$ cat src/logic/svwd_pkg.sv
// Contract
// RL1 - Any level change on the kick source restarts the watchdog interval.
// RL2 - No kick within 1.6 s asserts reset; controller must kick faster.
// RL3 - Variants without kick pin take kicks from the serial data line.
// RL4 - Supply low drives active-high reset high and active-low reset low.
// RL5 - After supply recovers, resets stay active 200 ms, then release.
// RL6 - Reset held while manual input low, plus full timeout after release.
// RL7 - Manual reset input is debounced before it is acted upon.
// RL8 - Outside pull-low on the reset pin acts as a manual reset request.
// RL9 - Write-protect high blocks all array writes; low or open allows them.
// RL10 - Writes inhibited while supply below threshold, including at power-up.
// RL11 - Variant options: low-only reset, no write-protect, dedicated kick pin.
// RL12 - Watchdog cleared during reset, restarts timing when reset releases.
package svwd_pkg;
  // ----------------------------------------
  // Timing
  // ----------------------------------------
  localparam longint CLK_HZ        = 200_000_000;
  localparam longint WDOG_TIME_MS  = 1600;
  localparam longint HOLD_TIME_MS  = 200;
  localparam longint DEBOUNCE_US   = 10_000;
  localparam longint WDOG_CYCLES   = CLK_HZ / 1000 * WDOG_TIME_MS;
  localparam longint HOLD_CYCLES   = CLK_HZ / 1000 * HOLD_TIME_MS;
  localparam longint DEBOUNCE_CYC  = CLK_HZ / 1_000_000 * DEBOUNCE_US;
  localparam int     CNT_W         = 32;
  // Pin readback ignored this many cycles after release; covers sync lag
  localparam int     PIN_BLANK_W   = 3;

  // ----------------------------------------
  // Supervisor states
  // ----------------------------------------
  typedef enum logic [1:0] {
    SVWD_HOLD,
    SVWD_TIMEOUT,
    SVWD_RUN
  } svwd_state_e;
endpackage

$ cat src/logic/svwd_top.sv
`timescale 1ns/1ps
`default_nettype none
module svwd_top
  import svwd_pkg::*;
#(
  parameter logic [CNT_W-1:0] WDOG_CNT   = CNT_W'(WDOG_CYCLES),
  parameter logic [CNT_W-1:0] HOLD_CNT   = CNT_W'(HOLD_CYCLES),
  parameter logic [CNT_W-1:0] DEB_CNT    = CNT_W'(DEBOUNCE_CYC),
  parameter bit               HAS_KICK_PIN = 1'b0,
  parameter bit               HAS_HIGH_RST = 1'b1,
  parameter bit               HAS_WP       = 1'b1
) (
  input  wire logic clk_in,
  input  wire logic rst_in,
  input  wire logic supply_low_in,
  input  wire logic manual_reset_in,
  input  wire logic watchdog_kick_in,
  input  wire logic sda_in,
  input  wire logic rst_n_pin_in,
  input  wire logic write_protect_in,
  input  wire logic write_req_in,
  output var  logic rst_high_out,
  output var  logic rst_n_pin_out,
  output var  logic rst_n_pin_oe_out,
  output var  logic write_enable_out
);
  // ----------------------------------------
  // State
  // ----------------------------------------
  typedef struct packed {
    logic [1:0]             sup_s;
    logic [1:0]             mr_s;
    logic [1:0]             kick_s;
    logic [1:0]             pin_s;
    logic [1:0]             wp_s;
    logic                   kick_last;
    logic                   mr_deb;
    logic [CNT_W-1:0]       deb_cnt;
    logic [CNT_W-1:0]       wd_cnt;
    logic [CNT_W-1:0]       hold_cnt;
    svwd_state_e            state;
    logic                   rst_high;
    logic                   rst_oe;
    logic                   wr_en;
    logic [PIN_BLANK_W-1:0] oe_hist;
  } svwd_s;

  svwd_s r;
  svwd_s next_r;
  logic  kick_src;
  logic  cause;
  logic  pin_live;

  assign kick_src = HAS_KICK_PIN ? watchdog_kick_in : sda_in;

  always_comb begin
    next_r = r;
    // Two-flop synchronisers on every pin input except write_req_in
    next_r.sup_s  = {r.sup_s[0], supply_low_in};
    next_r.mr_s   = {r.mr_s[0], manual_reset_in};
    // RL3 kick source select
    next_r.kick_s = {r.kick_s[0], kick_src};
    next_r.pin_s  = {r.pin_s[0], rst_n_pin_in};
    next_r.wp_s   = {r.wp_s[0], HAS_WP ? write_protect_in : 1'b0};
    next_r.kick_last = r.kick_s[1];
    // RL7 debounce manual
    if (r.mr_s[1] == r.mr_deb) begin
      next_r.deb_cnt = '0;
    end else if (r.deb_cnt >= DEB_CNT - 1'b1) begin
      next_r.deb_cnt = '0;
      next_r.mr_deb  = r.mr_s[1];
    end else begin
      next_r.deb_cnt = r.deb_cnt + 1'b1;
    end
    // RL8 pin pulled low while we release it is an outside request
    next_r.oe_hist = {r.oe_hist[PIN_BLANK_W-2:0], r.rst_oe};
    // Synced pin still shows our own drive just after release
    pin_live = !r.rst_oe && (r.oe_hist == '0);
    cause = r.sup_s[1] || !r.mr_deb || (pin_live && !r.pin_s[1]);
    unique case (r.state)
      SVWD_HOLD: begin
        // RL4 hold active while cause present
        // RL6 also manual reset
        next_r.hold_cnt = '0;
        // RL12 watchdog held clear
        next_r.wd_cnt   = '0;
        if (!cause) begin
          next_r.state = SVWD_TIMEOUT;
        end
      end
      SVWD_TIMEOUT: begin
        // RL5 timeout after cause clears
        next_r.wd_cnt = '0;
        if (cause) begin
          next_r.state    = SVWD_HOLD;
          next_r.hold_cnt = '0;
        end else if (r.hold_cnt >= HOLD_CNT - 1'b1) begin
          next_r.state    = SVWD_RUN;
          next_r.hold_cnt = '0;
        end else begin
          next_r.hold_cnt = r.hold_cnt + 1'b1;
        end
      end
      SVWD_RUN: begin
        if (cause) begin
          next_r.state  = SVWD_HOLD;
          next_r.wd_cnt = '0;
        // RL1 either edge kicks
        end else if (r.kick_s[1] != r.kick_last) begin
          next_r.wd_cnt = '0;
        // RL2 expiry forces reset
        end else if (r.wd_cnt >= WDOG_CNT - 1'b1) begin
          next_r.state  = SVWD_TIMEOUT;
          next_r.wd_cnt = '0;
        end else begin
          next_r.wd_cnt = r.wd_cnt + 1'b1;
        end
      end
      default: begin
        next_r.state = SVWD_HOLD;
      end
    endcase
    // RL11 high output only in variants that have it
    next_r.rst_high = HAS_HIGH_RST && (next_r.state != SVWD_RUN);
    next_r.rst_oe   = next_r.state != SVWD_RUN;
    // RL9 write protect, RL10 supply gate
    next_r.wr_en = write_req_in && !r.wp_s[1] && !r.sup_s[1];
  end

  // Reset state: supply assumed low so writes stay shut until first check
  always_ff @(posedge clk_in or posedge rst_in) begin
    if (rst_in) begin
      r          <= '0;
      r.sup_s    <= 2'b11;
      r.mr_s     <= 2'b11;
      r.pin_s    <= 2'b11;
      r.mr_deb   <= 1'b1;
      r.state    <= SVWD_HOLD;
      r.rst_high <= HAS_HIGH_RST;
      r.rst_oe   <= 1'b1;
      r.oe_hist  <= '1;
    end else begin
      r <= next_r;
    end
  end

  assign rst_high_out     = r.rst_high;
  assign rst_n_pin_out    = 1'b0;
  assign rst_n_pin_oe_out = r.rst_oe;
  assign write_enable_out = r.wr_en;
endmodule
`default_nettype wire

$ cat config.mk
export PLATFORM = sky130hd
export DESIGN_NAME = svwd_top
export DESIGN_NICKNAME = d
export VERILOG_FILES = /design/src/logic/svwd_pkg.sv /design/src/logic/svwd_top.sv
export SDC_FILE = /design/constraint.sdc
export NUM_CORES = 1
export LEC_CHECK = 0
export ABC_AREA = 1
export BUFFER_PORTS_ARGS = -buffer_cell sky130_fd_sc_hd__buf_2
export CAP_MARGIN = 30
export CORE_AREA = 2 2 132 121
export CTS_CLUSTER_SIZE = 16
export DETAILED_ROUTE_END_ITERATION = 10
export DIE_AREA = 0 0 134 123
export PLACE_DENSITY_LB_ADDON = 0.3
export SLEW_MARGIN = 5
export SYNTH_ARGS = -nofsm -noshare
export SYNTH_HDL_FRONTEND = slang
export SYNTH_SLANG_ARGS = --single-unit
$ cat constraint.sdc
create_clock -name clk_in -period 4.52 [get_ports clk_in]
set_input_delay 0.226 -clock clk_in [delete_from_list [all_inputs] [get_ports clk_in]]
set_output_delay 0.226 -clock clk_in [all_outputs]
set_load 0.01 [all_outputs]
==> flow_summary.toml, run 1 <==
[clock_network]
numCtsBuffers = 17
clock_latency_ns = 0.41
cts_tree = "built"
clock_path_buffers = 2
root_buffer = "clkbuf_16"
cts_setup_buffers = 0
clock_sinks = 115
h-tree-depth = 4
ctsHoldBuffers = 6
path_clk_slew_ns = 0.06
cts_resized = 0

[synthesis]
ys_ff_latch = 115
ys_seq_area_share_pct = 48.9
synth_warnings = 0
synthTopCellsByCount = "nand2_1, nor2_1, dfrtp_1"
synth.distinct_cells = 36
synth_flop_cell = "dfrtp_1"
netlist.area_leader.share_pct = 44.0
synth_area_sq_mm = 0.00591
synth_area_per_cell_sq_um = 8.04
synth-edff-count = 0
synth.most_common_cell = "nand2_1"
synth.largest_area_cell = "dfrtp_1"
synth_cells = 735
synth_area_leaders = "dfrtp_1, nand2_1, nor2_1, xor2_1, inv_1"
async_flop_share_pct = 100

[timing]
finalHoldViolCount = 0
drv_slew = 0
finalHoldWorstSlack_ns = 0.0720
min_period_ns = 2.60
max_slew_margin_pct = 42.2
setup-violations-final = 0
setup_tns_ns = 0
tightest_slew_ns = 0.865
skew_ns = 0.0104
clock.fmax_mhz = 385
min_period_over_period_pct = 57.5
grt_setup_unrepaired = "false"

[cells_and_area]
seq_area_sq_mm = 0.00289
area_growth_pct = 16.7
final-instance-count-excl-fill = 984
diodes = 0
nFillCells = 1478
multi_input_area_sq_mm = 0.00262
nets = 782
drive_gt1_share_pct = 10.4
utilization_pct = 45.6

[drt]
drc = 0
routed-wl-met3_um = 284
first_pass_iters = 4
via_per_inst = 4.56
wl_met1_um = 6030
wl_per_cell_um = 11.6
vias = 4488
drtIter0Drc = 262
wl_met2_um = 5030
topRoutingLayerUsed = "met4"
wirelength_um = 11500
ant_nets = 0

[critical_path]
critPathCaptureType = "register"
reg2reg_depth = 8
arrival_ns = 2.94
required_ns = 4.86
worst_setup_path_start_kind = "register"
cp_max_fo = 20
worst-setup-path-type = "reg2reg"

[floorplan]
die-area_sq_mm = 0.0165
num_rows = 43
core_area_sq_mm = 0.0151
start_util_pct = 39.1
dieHeight_um = 123
io_pins = 13
die_w_um = 134

[placed_design]
io_buffers = 10
place_inst = 947
dp.final_hpwl_um = 7850
globalplace.congestion = 0.834

[power_and_ir_drop]
power_uw = 2530
power.density_mw_per_mm2 = 367
p_leak_uw = 0.00303
peakVddDrop_mv = 0.258

[global_route]
grt_start_max_net_pins = 62
antenna_found_initial = 0
grt_usage_pct = 15.6
grt-ovfl-total = 0
grt_pass1_vias = 4369
grt_pass1_wl_um = 20400

[run]
cap_violations = 0

[worst_hold_path]
hold_depth = 2
min_path_type = "in2reg"

[status]
status = "finished, final reports clean"
-- per-layer routing --
metal	up-vias	track usage, %
li1	2373	-
met1	2074	21.1
met2	32	24.5
met3	9	4.55
met4	0	4.65
met5	-	0
-- where the power goes --
part	internal, uW	switching (uW)
Sequential	1050	8.09
Combinational	16.2	34.3
Clock	973	451
-- registers in the layout (all words and copies together), names as in the netlist --
signal and cells:
write_enable_out 1, r 105, rst_n_pin_oe_out 1, next_r 8
-- kinds of logic (layout without fill, tap and decap cells) --
logic type               Yosys count  after routing  synth area share, %
AND/OR/NAND/NOR                  397            397                 29.9
other                              1             12               0.0635
flip-flops                       115            115                 48.9
adder cells (fa/ha/maj)            3              3                0.635
AO/OA/AOI/OAI                     58             58                 5.40
XOR/XNOR                          51             51                 7.56
buffers and inverters            110            146                 7.50
-- cell type report --
cell class,instances,area share [%]
clock buffer,21,6.39
tap,202,3.67
timing repair buffer,18,2.11
inverter,97,5.32
sequential,115,41.9
clock inverter,10,2.63
multi-input combinational,521,37.9
-- stage by stage --
stage | worst slack, ns | instance area [sq um]
6_report | 1.92 | 6890
5_1_grt | 1.64 | 6890
4_1_cts | 1.91 | 6890
3_5_place_dp | 1.97 | 6210
3_3_place_gp | 1.96 | 6180
2_1_floorplan | 1.27 | 5950
-- worst paths after layout --
path	endpoint	slack, ns	start
max	r[67]$_DFFE_PP0P_	1.92	r[7]$_DFF_PP0_
min	write_enable_out$_DFF_PP0_	0.07	write_req_in
max reg2reg	r[67]$_DFFE_PP0P_	1.92	r[7]$_DFF_PP0_
min reg2reg	next_r[105]$_DFF_PP0_	0.35	next_r[111]$_DFF_PP0_
max in group asynchronous	r[2]$_DFF_PP1_	3.11	rst_in
min in group asynchronous	r[72]$_DFF_PP0_	0.32	rst_in
-- worst max-delay path, stage by stage, from the launching register on --
cell	delay, ns
dfrtp_1	0.85
inv_2	0.34
nor2_1	0.18
nand3_1	0.13
nor2_1	0.17
nand3_2	0.41
inv_2	0.27
nand3_1	0.10
nand2_1	0.06
-- placed cells by master (no fill, tap or decap), types with 2 or more instances in the layout --
cell           synthesis  routed
inv_1                 92      91
ha_1                   3       3
nor3b_1                2       2
clkbuf_1               3       4
nand4_1               17      17
nor2_1               106     106
nor4_1                 2       2
a21oi_1                6       6
nand3_2                4       4
xnor2_1                6       6
nor3_1                17      17
o21ai_1               10      10
nand2_2                4       4
xor2_1                45      45
buf_2                  6      10
o21ai_0               23      23
dfstp_2               11      11
o21bai_1               2       2
nand2_1              189     189
clkbuf_16              0      17
clkinv_2               0       3
nand3_1               36      36
bufinv_16              0       5
inv_2                  5       5
nor2_2                 6       6
o22ai_1               15      15
nor2_4                 7       7
dfrtp_1              104     104
dlygate4sd3_1          0       6
conb_1                 1      12
nand3b_1               2       2
(Power assumes the default switching activity.)
==> inputs of run 2 (changes only) <==
Clock period 4.52 ns to 2.6 ns, I/O delays scaled along.
==> run 2 against run 1 <==
- clock skew is 0.0027 ns higher
- global-route usage rose by 0.13 points
- fmax is 30% higher
- combinational power increased by 69%
- sequential share of layout area up 0.053 points
- first-iteration DRC count is 7.6% higher
- clock-buffer cell count did not move
- power rose by 66%
- final cell count up 0.51%
- hold slack better by 0.28 ns
- largest power group unchanged
==> flow_summary.toml, run 2 (synthesized netlist as in run 1, its figures left out) <==
[power_and_ir_drop]
power_uw = 4210
power.density_mw_per_mm2 = 612
peakVddDrop_mv = 0.409
p_leak_uw = 0.00301

[floorplan]
start_util_pct = 39.1
die-area_sq_mm = 0.0165
num_rows = 43
die_w_um = 134
io_pins = 13
dieHeight_um = 123
core_area_sq_mm = 0.0151

[timing]
clock.fmax_mhz = 502
drv_slew = 0
skew_ns = 0.0131
tightest_slew_ns = 0.610
min_period_over_period_pct = 76.6
max_slew_margin_pct = 59.3
grt_setup_unrepaired = "false"
setup_tns_ns = 0
finalHoldViolCount = 0
setup-violations-final = 0
min_period_ns = 1.99

[clock_network]
clock_latency_ns = 0.42
root_buffer = "clkbuf_16"
clock_sinks = 115
path_clk_slew_ns = 0.05
cts_setup_buffers = 0
numCtsBuffers = 17
cts_tree = "built"
clock_path_buffers = 2
h-tree-depth = 4

[drt]
via_per_inst = 4.62
ant_nets = 0
drtIter0Drc = 282
first_pass_iters = 5
wl_per_cell_um = 11.5
drc = 0
wirelength_um = 11400
vias = 4571

[global_route]
grt_start_max_net_pins = 116
grt_pass1_vias = 4497
grt_pass1_wl_um = 20500
grt_usage_pct = 15.8
antenna_found_initial = 0
grt-ovfl-total = 0

[cells_and_area]
layout_commonest_cell = "nand2_1"
largest_register_ffs = 105
area_growth_pct = 16.5
most-common-layout-cells = "nand2_1, nor2_1, dfrtp_1, inv_1, xor2_1"
nets = 786
regMostFlops = "r"
nFillCells = 1471
utilization_pct = 45.5
diodes = 0
drive_gt1_share_pct = 11.1
multi_input_area_sq_mm = 0.00262
final-instance-count-excl-fill = 989
seq_area_sq_mm = 0.00289

[critical_path]
required_ns = 2.93
critPathCaptureType = "register"
worst_setup_path_start_kind = "register"
cp_max_fo = 14
worst-setup-path-type = "reg2reg"
arrival_ns = 2.32

[placed_design]
io_buffers = 10
globalplace.congestion = 0.828
dp.final_hpwl_um = 7700
place_inst = 950

[run]
cap_violations = 0

[worst_hold_path]
min_path_type = "reg2reg"

[status]
status = "finished, final reports clean"
## run 2: worst max-delay path, stage by stage (launching register included)
cell      delay (ns)
dfrtp_1         0.40
ha_1            0.24
nand3_1         0.13
nand3b_4        0.19
nand3_1         0.09
nand2_1         0.11
nand3_2         0.31
buf_4           0.30
o21ai_0         0.14
## run 2: worst paths after layout
kind,cells after the start,start,endpoint,slack (ns)
max reg2reg,8,r[40]$_DFFE_PP0P_,r[47]$_DFFE_PP0P_,0.61
max,8,r[40]$_DFFE_PP0P_,r[47]$_DFFE_PP0P_,0.61
max in group asynchronous,4,rst_in,r[55]$_DFFE_PP0P_,1.70
min,0,next_r[111]$_DFF_PP0_,next_r[105]$_DFF_PP0_,0.35
min in group asynchronous,4,rst_in,r[79]$_DFF_PP0_,0.43
min reg2reg,0,next_r[111]$_DFF_PP0_,next_r[105]$_DFF_PP0_,0.35
## run 2: per-stage QoR
stage          instance area [sq um]  hold slack [ns]  setup WS, ns
2_1_floorplan                   5950            0.134          1.08
6_report                        6890            0.352         0.608
4_1_cts                         6890            0.335         0.569
3_5_place_dp                    6230            0.236         0.593
3_3_place_gp                    6230            0.235         0.654
5_1_grt                         6890            0.355         0.382
## run 2: repair_timing
item / in CTS / in global routing
resized for setup: 0 / 0
hold buffers: 7 / 0
hold endpoints to repair: 110 / 0
## run 2: layout make-up
type / instances / share of cell area, %
Multi-Input combinational cell: 521 / 38.0
Tap cell: 202 / 3.67
Inverter: 97 / 5.34
Sequential cell: 115 / 42.0
Timing Repair Buffer: 22 / 2.47
Clock buffer: 21 / 6.69
Clock inverter: 11 / 1.84
## run 2: metal layers
metal	GRT usage [%]	share of wire (%)	wire length [um]	up-vias
met1	20.9	52	5960	2111
met5	0	0	0	-
met2	24.5	43	4960	62
li1	-	-	-	2388
met4	6.38	1.4	157	0
met3	4.35	2.9	328	10
## run 2: report_power, final
| group | total, uW | switching, uW | leakage [uW] | internal (uW) |
|---|---|---|---|---|
| clock | 2290 | 826 | 0.000277 | 1460 |
| combinational | 85.7 | 58.7 | 0.00121 | 27.0 |
| sequential | 1840 | 14.1 | 0.00153 | 1820 |
==> inputs of run 3 (changes only) <==
Clock period 2.6 ns to 2 ns, I/O delays scaled along.
==> run 3 against run 2 <==
- setup slack worse by 0.41 ns
- combinational power is 39% higher
- final cell count is 0.51% higher
- sequential share of layout area is 0.32 points lower
- global-route usage is 0.20 points lower
- die area stayed put
- critical path depth stayed put
- sequential power is 30% higher
- via count is 0.35% higher
- register-to-register slack worse by 0.41 ns
- critical endpoint is now r[42]$_DFFE_PP0P_
==> flow_summary.toml, run 3 (synthesized netlist as in run 1, its figures left out) <==
[status]
status = "finished, final reports clean"

[cells_and_area]
regMostFlops = "r"
drive_gt1_share_pct = 11.5
nets = 791
largest_register_ffs = 105
area_growth_pct = 17.4
utilization_pct = 45.9
diodes = 0
final-instance-count-excl-fill = 994
layout_commonest_cell = "nand2_1"
seq_area_sq_mm = 0.00289
multi_input_area_sq_mm = 0.00262
most-common-layout-cells = "nand2_1, nor2_1, dfrtp_1, inv_1, xor2_1"
nFillCells = 1493

[clock_network]
numCtsBuffers = 17
clock_path_buffers = 2
clock_latency_ns = 0.41
root_buffer = "clkbuf_16"
cts_tree = "built"
path_clk_slew_ns = 0.05
clock_sinks = 115
h-tree-depth = 4
cts_setup_buffers = 0

[drt]
via_per_inst = 4.61
vias = 4587
first_pass_iters = 5
wl_per_cell_um = 11.7
drtIter0Drc = 232
drc = 0
wirelength_um = 11600
ant_nets = 0

[critical_path]
required_ns = 2.32
crit_path_max_incr_delay_ns = 0.41
path_cells = "ha_1 -> nand3_1 -> nand3b_4 -> nand3_1 -> nand2_1 -> nand3_2 -> buf_4 -> o21ai_0"
cp_max_fo = 11
crit_buf_inv = 1
arrival_ns = 2.13
critPathTopFamily = "simple AND/OR/NAND/NOR gates"
cp_slowest_cell = "dfrtp_1"
critPathCaptureType = "register"
crit_top_cell = "nand3_1"
worst-setup-path-type = "reg2reg"
worst_setup_path_start_kind = "register"
r2r_slack_ns = 0.19

[placed_design]
dp.final_hpwl_um = 8000
io_buffers = 10
globalplace.congestion = 0.837
place_inst = 955

[run]
cap_violations = 0

[floorplan]
die-area_sq_mm = 0.0165
start_util_pct = 39.1
num_rows = 43
dieHeight_um = 123
die_w_um = 134
core_area_sq_mm = 0.0151
io_pins = 13

[timing]
drv_slew = 0
min_period_ns = 1.81
grt_setup_unrepaired = "false"
finalHoldWorstSlack_ns = 0.256
skew_ns = 0.0127
clock.fmax_mhz = 554
setup_tns_ns = 0
setup-violations-final = 0
min_period_over_period_pct = 90.3
finalHoldViolCount = 0

[global_route]
grt-ovfl-total = 0
antenna_found_initial = 0
grt_usage_pct = 15.6
grt_pass1_vias = 4324
grt_pass1_wl_um = 20200
grt_start_max_net_pins = 67

[worst_hold_path]
min_path_type = "in2async"

[power_and_ir_drop]
p_leak_uw = 0.00305
power.density_mw_per_mm2 = 788
peakVddDrop_mv = 0.575
[run 3: cell count changes in the layout (fill, tap and decap cells not counted)]
cell / before / now
clkinv_4: 0 / 1
nand3_2: 4 / 3
nand3_4: 1 / 2
buf_4: 4 / 8
clkbuf_8: 2 / 3
clkinvlp_4: 5 / 3
inv_6: 3 / 0
clkinv_2: 2 / 4
clkbuf_1: 2 / 3
buf_12: 1 / 2
[run 3: timing repair]
action                                 in CTS  in global routing
endpoints found under the hold margin      23                  0
setup endpoints to repair                   0                  3
hold buffers                                7                  0
resized for setup                           0                  1
[run 3: worst paths after layout]
path	start	end	cells past startpoint
max reg2reg	r[40]$_DFFE_PP0P_	r[42]$_DFFE_PP0P_	8
min	rst_in	r[82]$_DFF_PP0_	3
max	r[40]$_DFFE_PP0P_	r[42]$_DFFE_PP0P_	8
min in group clk_in	write_protect_in	next_r[107]$_DFF_PP0_	2
min reg2reg	next_r[115]$_DFF_PP1_	r[115]$_DFF_PP1_	0
max in group asynchronous	rst_in	next_r[111]$_DFF_PP0_	4
[run 3: stage by stage]
stage | setup slack (ns) | cell area, sq um | total power, uW
CTS | 0.168 | 6930 | 5540
floorplan | 0.498 | 5950 | 2500
global placement | 0.243 | 6280 | 2540
global route | 0.0258 | 6940 | 5680
finish | 0.194 | 6940 | 5470
detailed placement | 0.188 | 6280 | 2540
[run 3: final cells by class]
cell class	count	area share [%]
Multi-Input combinational cell	521	37.8
Clock inverter	9	1.50
Sequential cell	115	41.7
Clock buffer	23	6.89
Timing Repair Buffer	27	3.17
Inverter	97	5.30
Tap cell	202	3.64
[run 3: power breakdown]
group          switching (uW)  total (uW)  internal, uW
Clock                    1030        2960          1920
Combinational            80.5         119          38.6
Sequential               19.5        2390          2370
Total                    1130        5470          4330
[run 3: worst register-to-register path, delay by kind of cell, from the launching register on]
family	cells	cell delay, ns
adders and majority gates	1	0.25
and+or+nand+nor	5	0.67
DFF	1	0.41
AOI/OAI and AO/OA	1	0.17
buffers and inverters	1	0.24
[run 3: per-layer routing]
layer	global-route usage [%]	share of wire, %
met4	5.92	1.3
met2	23.6	44
met5	0	0
met3	4.06	3.0
met1	21.5	51
